===== src/rtl/umlc_pkg.sv =====
package umlc_pkg;
  localparam int          UMLC_W         = 8;
  localparam logic [7:0]  UMLC_RESET     = 8'h00;
  localparam int          UMLC_PRESCALE  = 7;
  localparam int          UMLC_INFRARED  = 6;
  localparam int          UMLC_ANY_RESUME = 5;
  localparam int          UMLC_LOOPBACK  = 4;
  localparam int          UMLC_TRIG_EN   = 2;
  localparam int          UMLC_SEND_REQ  = 1;
  localparam int          UMLC_TERM_RDY  = 0;
  localparam logic [7:0]  UMLC_GATED_MASK = 8'hE4;
  localparam logic [7:0]  UMLC_FREE_MASK  = 8'h13;
  localparam int          UMLC_EFC_WEN   = 4;
  localparam int          UMLC_PIN_TR_BIT = 1;
  localparam int          UMLC_PIN_TR_ALT = 2;
  localparam int          UMLC_PIN_FIVE  = 5;
  localparam int          UMLC_PIN_ONE   = 1;
  localparam logic [1:0]  UMLC_DIV_LAST  = 2'h3;
  localparam int          UMLC_MSR_SEND  = 4;
  localparam int          UMLC_MSR_TERM  = 5;
  localparam int          UMLC_RSVD      = 3;
  localparam logic [1:0]  UMLC_DIV_RESET = 2'h0;
  localparam logic        UMLC_FLAG_RESET = 1'b0;
  localparam logic        UMLC_PIN_IDLE  = 1'b1;
endpackage : umlc_pkg


===== src/rtl/umlc_modem_line_control.sv =====
module umlc_modem_line_control
(
  // Clock, reset, enable
  input  wire logic                        clk_in,
  input  wire logic                        rstn_in,
  input  wire logic                        ce_in,
  // Register write and read
  input  wire logic                        wr_en_in,
  input  wire logic [umlc_pkg::UMLC_W-1:0] wr_data_in,
  input  wire logic [umlc_pkg::UMLC_W-1:0] efc_in,
  input  wire logic [umlc_pkg::UMLC_W-1:0] pin_func_in,
  input  wire logic [umlc_pkg::UMLC_W-1:0] pin_state_in,
  output logic      [umlc_pkg::UMLC_W-1:0] rd_data_out,
  // Datapath context
  input  wire logic                        auto_rts_en_in,
  input  wire logic                        auto_rts_n_in,
  input  wire logic                        tx_serial_in,
  input  wire logic                        rx_pin_in,
  input  wire logic                        cts_n_in,
  input  wire logic                        dsr_n_in,
  // Controls to the channel
  output logic                             baud_clk_en_out,
  output logic                             infrared_out,
  output logic                             any_resume_out,
  output logic                             loopback_out,
  output logic                             trig_regs_en_out,
  output logic                             rx_serial_out,
  output logic                             status_cts_out,
  output logic                             status_dsr_out,
  // Modem pins
  output logic                             send_req_n_out,
  output logic                             pin_five_out,
  output logic                             pin_one_out
);
  import umlc_pkg::*;

  // Control word held by the register
  logic [UMLC_W-1:0] ctl_r;
  logic [UMLC_W-1:0] ctl_nxt;
  // Prescaler phase and baud enable
  logic [1:0]        div_r;
  logic [1:0]        div_nxt;
  logic              bce_r;
  logic              bce_nxt;
  // Channel mode flags
  logic              infra_r;
  logic              infra_nxt;
  logic              resume_r;
  logic              resume_nxt;
  logic              trig_r;
  logic              trig_nxt;
  // Receive path and modem status
  logic              rx_r;
  logic              rx_nxt;
  logic              cts_r;
  logic              cts_nxt;
  logic              dsr_r;
  logic              dsr_nxt;
  // Modem pins
  logic              send_n_r;
  logic              send_n_nxt;
  logic              five_r;
  logic              five_nxt;
  logic              one_r;
  logic              one_nxt;
  // Decoded conditions
  logic              pin_sel;
  logic              gate_open;
  logic              loop_on;

  // Terminal-ready role, write gate and loopback decode
  assign pin_sel   = pin_func_in[UMLC_PIN_TR_BIT]
                   | pin_func_in[UMLC_PIN_TR_ALT];
  assign gate_open = efc_in[UMLC_EFC_WEN];
  assign loop_on   = ctl_r[UMLC_LOOPBACK];

  // Next control word: free bits always, gated bits behind enable
  always_comb
  begin
    ctl_nxt = ctl_r;
    if (wr_en_in)
    begin
      ctl_nxt = (ctl_r & ~UMLC_FREE_MASK)
              | (wr_data_in & UMLC_FREE_MASK);
      if (gate_open)
        ctl_nxt = (ctl_nxt & ~UMLC_GATED_MASK)
                | (wr_data_in & UMLC_GATED_MASK);
    end
    // Reserved bit never holds a one
    ctl_nxt[UMLC_RSVD] = 1'b0;
  end

  // Control word register; a low enable freezes it
  always_ff @(posedge clk_in or negedge rstn_in)
  begin
    if (!rstn_in)
      ctl_r <= UMLC_RESET;
    else if (ce_in)
      ctl_r <= ctl_nxt;
  end

  // Prescaler: a free-running phase picks one cycle in four
  always_comb
  begin
    div_nxt = div_r + 2'h1;
    bce_nxt = 1'b1;
    if (ctl_r[UMLC_PRESCALE])
      bce_nxt = (div_r == UMLC_DIV_LAST);
  end

  // Prescaler registers
  always_ff @(posedge clk_in or negedge rstn_in)
  begin
    if (!rstn_in)
    begin
      div_r <= UMLC_DIV_RESET;
      bce_r <= UMLC_FLAG_RESET;
    end
    else if (ce_in)
    begin
      div_r <= div_nxt;
      bce_r <= bce_nxt;
    end
  end

  // Mode flags copied from the control word
  always_comb
  begin
    infra_nxt  = ctl_r[UMLC_INFRARED];
    resume_nxt = ctl_r[UMLC_ANY_RESUME];
    trig_nxt   = ctl_r[UMLC_TRIG_EN];
  end

  // Mode flag registers
  always_ff @(posedge clk_in or negedge rstn_in)
  begin
    if (!rstn_in)
    begin
      infra_r  <= UMLC_FLAG_RESET;
      resume_r <= UMLC_FLAG_RESET;
      trig_r   <= UMLC_FLAG_RESET;
    end
    else if (ce_in)
    begin
      infra_r  <= infra_nxt;
      resume_r <= resume_nxt;
      trig_r   <= trig_nxt;
    end
  end

  // Receive source and modem status; loopback swaps in own signals
  always_comb
  begin
    rx_nxt  = rx_pin_in;
    cts_nxt = ~cts_n_in;
    dsr_nxt = ~dsr_n_in;
    if (loop_on)
    begin
      rx_nxt  = tx_serial_in;
      cts_nxt = ctl_r[UMLC_SEND_REQ];
      dsr_nxt = ctl_r[UMLC_TERM_RDY];
    end
  end

  // Receive and status registers
  always_ff @(posedge clk_in or negedge rstn_in)
  begin
    if (!rstn_in)
    begin
      rx_r  <= UMLC_FLAG_RESET;
      cts_r <= UMLC_FLAG_RESET;
      dsr_r <= UMLC_FLAG_RESET;
    end
    else if (ce_in)
    begin
      rx_r  <= rx_nxt;
      cts_r <= cts_nxt;
      dsr_r <= dsr_nxt;
    end
  end

  // Modem pins: auto flow owns send-request, control bit owns the
  // terminal-ready pins while they carry that role
  always_comb
  begin
    send_n_nxt = ~ctl_r[UMLC_SEND_REQ];
    if (auto_rts_en_in)
      send_n_nxt = auto_rts_n_in;
    five_nxt = pin_state_in[UMLC_PIN_FIVE];
    one_nxt  = pin_state_in[UMLC_PIN_ONE];
    if (pin_sel)
    begin
      // Pin state writes have no effect here
      five_nxt = ~ctl_r[UMLC_TERM_RDY];
      one_nxt  = ~ctl_r[UMLC_TERM_RDY];
    end
  end

  // Pin registers; pins idle high, that is inactive
  always_ff @(posedge clk_in or negedge rstn_in)
  begin
    if (!rstn_in)
    begin
      send_n_r <= UMLC_PIN_IDLE;
      five_r   <= UMLC_PIN_IDLE;
      one_r    <= UMLC_PIN_IDLE;
    end
    else if (ce_in)
    begin
      send_n_r <= send_n_nxt;
      five_r   <= five_nxt;
      one_r    <= one_nxt;
    end
  end

  // Outputs come straight from the registers
  assign rd_data_out      = ctl_r;
  assign loopback_out     = ctl_r[UMLC_LOOPBACK];
  assign baud_clk_en_out  = bce_r;
  assign infrared_out     = infra_r;
  assign any_resume_out   = resume_r;
  assign trig_regs_en_out = trig_r;
  assign rx_serial_out    = rx_r;
  assign status_cts_out   = cts_r;
  assign status_dsr_out   = dsr_r;
  assign send_req_n_out   = send_n_r;
  assign pin_five_out     = five_r;
  assign pin_one_out      = one_r;
endmodule : umlc_modem_line_control


===== config.mk =====
export PLATFORM = sky130hd
export DESIGN_NAME = umlc_modem_line_control
export DESIGN_NICKNAME = d
export VERILOG_FILES = /design/src/rtl/umlc_pkg.sv /design/src/rtl/umlc_modem_line_control.sv
export SDC_FILE = /design/constraint.sdc
export NUM_CORES = 1
export LEC_CHECK = 0
export BUFFER_PORTS_ARGS = -buffer_cell sky130_fd_sc_hd__buf_2
export CAP_MARGIN = 20
export CORE_ASPECT_RATIO = 1.5
export CORE_UTILIZATION = 43
export CTS_CLUSTER_SIZE = 40
export DETAILED_ROUTE_END_ITERATION = 8
export PLACE_DENSITY_LB_ADDON = 0.2
export SYNTH_ARGS = -nofsm -noshare
export SYNTH_HDL_FRONTEND = slang
export SYNTH_SLANG_ARGS = --single-unit

===== constraint.sdc =====
create_clock -name clk_in -period 2.05 [get_ports clk_in]
set_input_delay 0.3075 -clock clk_in [delete_from_list [all_inputs] [get_ports clk_in]]
set_output_delay 0.3075 -clock clk_in [all_outputs]
set_load 0.02 [all_outputs]

Word-level counts from Yosys, hierarchy flattened
Cells that the tools add are included.
- logic and storage cells: 30
- register bits: 19
- input port bits: 42
- output and inout bits: 19
- reduce and logical (&&, ||, !) cells: 1
- bitwise operators: 7
- add/sub/neg operators: 1
- eq/ne operators: 1
- mux-type cells: 8
- operators by type and width (cell ; number):
    $mux W8 ; 1
    $or A5 B8 Y8 ; 1
    $or A8 B5 Y8 ; 1
    $mux W1 ; 7
    $not A1 Y1 ; 4
    $add A2 B1 Y2 const B ; 1
    $eq A2 B2 Y1 const B ; 1
    $reduce_and A2 Y1 ; 1
    $or A1 B1 Y1 ; 1

Depth between registers and ports, before layout
- depth in word-level cells: 3
- gate-level depth with buffers: 4
- mapped depth without buffers: 3

Worst setup path after synthesis
No wires, ideal clock.
- path type: register to output
- from: register ctl_r[4] (netlist: rd_data_out[4])
- to: output port rd_data_out[4] (netlist name)
- slack: 1.024 ns
- cell stages (with the launch flop): 2
- arrival: 0.719 ns
- data required time: 1.742 ns
- buffers on the path: 1
- cell sequence: dfrtp_1 > buf_4
- RTL lines (what ; line ; text):
    start: declaration ; umlc_modem_line_control.sv:38 ; logic [UMLC_W-1:0] ctl_r;
    start signal: assignment ; umlc_modem_line_control.sv:99 ; ctl_r <= ctl_nxt;
    end: declaration ; umlc_modem_line_control.sv:13 ; output logic [umlc_pkg::UMLC_W-1:0] rd_data_out,
No word-level cell between the ends.

Worst setup path in the final report
- from: register ctl_r[4] (netlist: rd_data_out[4])
- to: output port rd_data_out[4] (netlist name)
No word-level cell between the ends.

==> reports/results.tsv <==
stage	metric	value	unit
synthesis	proportion of synthesized chip area in sequential cells	54.2	%
power_and_ir_drop	peak supply drop	0.550	mV
min_path	startpoint of the worst hold path	auto_rts_n_in	
floorplan	die extent in x	39.0	µm
finish	final std cells w/o fill	126	
worst_setup_path	type of destination of the critical path	output pin	
worst_setup_path	sum of buffers and inverters on the critical path	1	
synthesis	most frequently used flop master after synthesis	dfrtp_1	
worst_setup_path	FF-to-FF path depth	2	
global_routing	pin count of the biggest net entering global routing	21	
sta	number of setup violations in the final report	0	
sta	ratio of final minimum period to clock period	63.4	%
synthesis	proportion of netlist area held by the largest area contributor	45.3	%
worst_setup_path	setup slack on the worst flop-to-flop path	0.98	ns
clock_tree	Resized cells post-CTS	0	
finish	final net count	149	
power_and_ir_drop	power share of the clock group	18.4	%
power_and_ir_drop	proportion of power drawn by flip-flops and latches	50.3	%
worst_setup_path	Critical path origin	rd_data_out[4]	
clock_tree	clock tree from TritonCTS	yes	
detailed_routing	average wire per standard cell	12.0	µm
clock_tree	level count of the clock H-tree	1	
worst_setup_path	arrival time of data at the critical path endpoint	0.99	ns
sta	number of hold violations in the final report	0	
synthesis	instance count of the mapped netlist	65	
worst_setup_path	ordered list of cells on the worst path	buf_2	
synthesis	average cell area after synthesis	13.6	µm²
power_and_ir_drop	Static Leakage	0.538	nW
floorplan	I/O pin cnt	61	
finish	area overhead of the layout relative to synthesis	25.4	%
synthesis	fraction of synthesis flops using an asynchronous set or reset pin	100	%
global_routing	global router's overall resource usage	15.3	%
synthesis	post-synthesis sequential element count	19	
run	max-cap violation count	0	
finish	Layout Cell Area excl Fill	1110	µm²
sta	final setup margin	0.750	ns
synthesis	dominant cell by count in the synthesized netlist	dfrtp_1	
clock_tree	worst-skew pair later-pin latency	0.30	ns
synthesis	Netlist Area Pre-Place	883	µm²
worst_setup_path	beginning of the worst register-to-register path	div_r[0]	
worst_setup_path	Data required, critical path	1.74	ns
detailed_routing	final routed wirelength across all metal layers	1.51	mm
synthesis	Post-synth EDFFs	0	
synthesis	cell taking the most area after synthesis	dfrtp_1	
placed_design	placer congestion estimate	0.658	
worst_setup_path	critical register-to-register path endpoint	div_r[1]	
detailed_routing	sum of met3 wire segment lengths after detailed routing	92	µm
clock_tree	CTS clk-pin slew, worst paths	0.11	ns
worst_setup_path	cell at the slowest stage of the critical path	dfrtp_1	
global_routing	leftover overflow at the end of global routing	0	
floorplan	row count	19	
clock_tree	CTS buffer count	3	
power_and_ir_drop	Comb pwr share	31.3	%
floorplan	area of the core	1880	µm²
min_path	end of the worst hold path	send_req_n_out	
detailed_routing	Metal-1 WL	671	µm
detailed_routing	initial drt markers	12	
floorplan	initial core utilization	47.0	%
worst_setup_path	top fanout value on the critical path	8	
placed_design	placed wire-length estimate after detailed placement	1.13	mm
floorplan	die height	57.5	µm
power_and_ir_drop	internal power consumption	0.685	mW
global_routing	initial antenna violation count	0	
detailed_routing	routed vias	622	
detailed_routing	post-detailed-route via-to-cell ratio	4.94	
finish	share of post-route cells with drive strength above 1	57.1	%
sta	Hold Worst Slack	0.215	ns
clock_tree	root cell of the clock tree	clkbuf_4	
placed_design	number of placed instances with taps included	121	
finish	antenna diode count	0	
clock_tree	Longest Clk Path Bufs	2	
min_path	worst hold path depth	3	
floorplan	total die area	2240	µm²
sta	Setup TNS	0	ns
placed_design	placed standard-cell area	1070	µm²
clock_tree	Sink Count	19	
worst_setup_path	critical setup path kind	flip-flop to output pin	
detailed_routing	met2 wire length	733	µm
synthesis	post-synth cell types	26	
global_routing	first-pass GRT wire length	2.39	mm
detailed_routing	TritonRoute pass-1 iters	4	
detailed_routing	final routed DRC violation total	0	
power_and_ir_drop	sw frac	33.3	%
sta	f_max	0.769	GHz
synthesis	yosys warns	0	
sta	fin. max-slew vios	0	
placed_design	post-placement setup slack	0.741	ns
synthesis	cell types with the highest counts after synthesis	dfrtp_1, mux2_2, mux2_4, nand2b_1, nor2b_1	
global_routing	number of global-route vias before repair	563	
sta	RSZ-0062 raised after global routing	no	
detailed_routing	Final ANT Viol Nets	0	
synthesis	largest cells by area after synthesis	dfrtp_1, dfstp_2, mux2_4	
finish	count of filler cells inserted in the layout	166	
worst_setup_path	category of the worst setup path launch point	flip-flop	
worst_setup_path	Largest stage delay, worst path	0.48	ns
sta	final clock skew	0.0108	ns
worst_setup_path	dominant delay contributor by cell family on the critical path	flip-flops	
placed_design	IO buf count	39	
detailed_routing	top layer used by detailed routing	met4	
synthesis	syn nets	108	
run_status	status	finished, final reports clean	
sta	post-layout minimum cycle time	1.30	ns
min_path	Min-Delay Path Class	primary input to flip-flop	
power_and_ir_drop	pwr dens	927	nW/µm²
power_and_ir_drop	power dissipated by switching net loads	0.342	mW
## routing by layer
layer	track usage, %	vias up
li1	-	304
met1	19.8	290
met2	24.0	26
met3	2.72	2
met4	7.39	0
met5	0	-
## power groups by stage
stage	combinational, mW	clock [mW]	sequential, mW
floorplan	0.140	0	0.598
global placement	0.315	0	0.520
detailed placement	0.325	0	0.525
CTS	0.327	0.197	0.518
global route	0.351	0.215	0.529
finish	0.321	0.189	0.516
## registers in the layout, indices dropped and copies added (netlist names)
name / count
status_cts_out: 1
div_r: 2
pin_five_out: 1
status_dsr_out: 1
any_resume_out: 1
rx_serial_out: 1
pin_one_out: 1
send_req_n_out: 1
rd_data_out: 7
infrared_out: 1
trig_regs_en_out: 1
baud_clk_en_out: 1
## worst max-delay path by stage
stage / endpoint / slack (ns) / cells past startpoint
finish: rd_data_out[4] / 0.75 / 1
global route: rd_data_out[4] / 0.69 / 1
CTS: rd_data_out[4] / 0.72 / 1
detailed placement: rd_data_out[7] / 0.74 / 3
global placement: rd_data_out[2] / 0.75 / 3
floorplan: rd_data_out[4] / 1.02 / 1
## per-stage QoR
stage,power [mW],util [%]
floorplan,0.738,-
detailed placement,0.850,56.8
finish,1.03,59.0
CTS,1.04,59.0
global route,1.09,59.0
global placement,0.834,56.8
## layout make-up
type / count / area [µm²] / area share (%)
repair buffers: 40 / 205 / 18.5
clock inverters: 1 / 7.51 / 0.678
multi-input cells: 40 / 357 / 32.2
inverters: 2 / 10.0 / 0.904
flip-flops and latches: 19 / 479 / 43.3
clock buffers: 3 / 22.5 / 2.03
well taps: 21 / 26.3 / 2.37
## layout by cell type, fill, tap and decap left out
cell            n
buf_2          39
dfrtp_1        16
mux2_2          4
nor2b_1         4
nand2b_1        4
mux2_4          4
nor2_1          3
mux2_1          3
clkbuf_4        3
dfstp_2         3
a31oi_1         2
o31ai_2         2
nand4bb_1       2
o211ai_1        2
inv_1           1
mux2i_1         1
a21oi_1         1
inv_4           1
nand2_1         1
or2_2           1
o21bai_1        1
nand3_4         1
xor2_1          1
nand2_2         1
ha_1            1
conb_1          1
clkinvlp_4      1
dlygate4sd3_1   1
## kinds of logic (layout without fill, tap and decap cells)
group	count (synthesis)	in the layout	synth area share (%)
muxes	12	12	16.9
buffers and inverters	6	46	5.38
other	1	1	0.425
AOI/OAI and AO/OA	8	8	7.36
xor gates and xnor gates	1	1	0.992
adders and majority gates	1	1	1.42
and+or+nand+nor	17	17	13.3
DFF	19	19	54.2
## repair_timing
action | CTS | global route
endpoints found under the hold margin | 16 | 0
buffers inserted | 0 | 0
hold buffers | 1 | 0
endpoints found under the setup margin | 0 | 0
No activity file was read; power rests on OpenSTA's default activity.
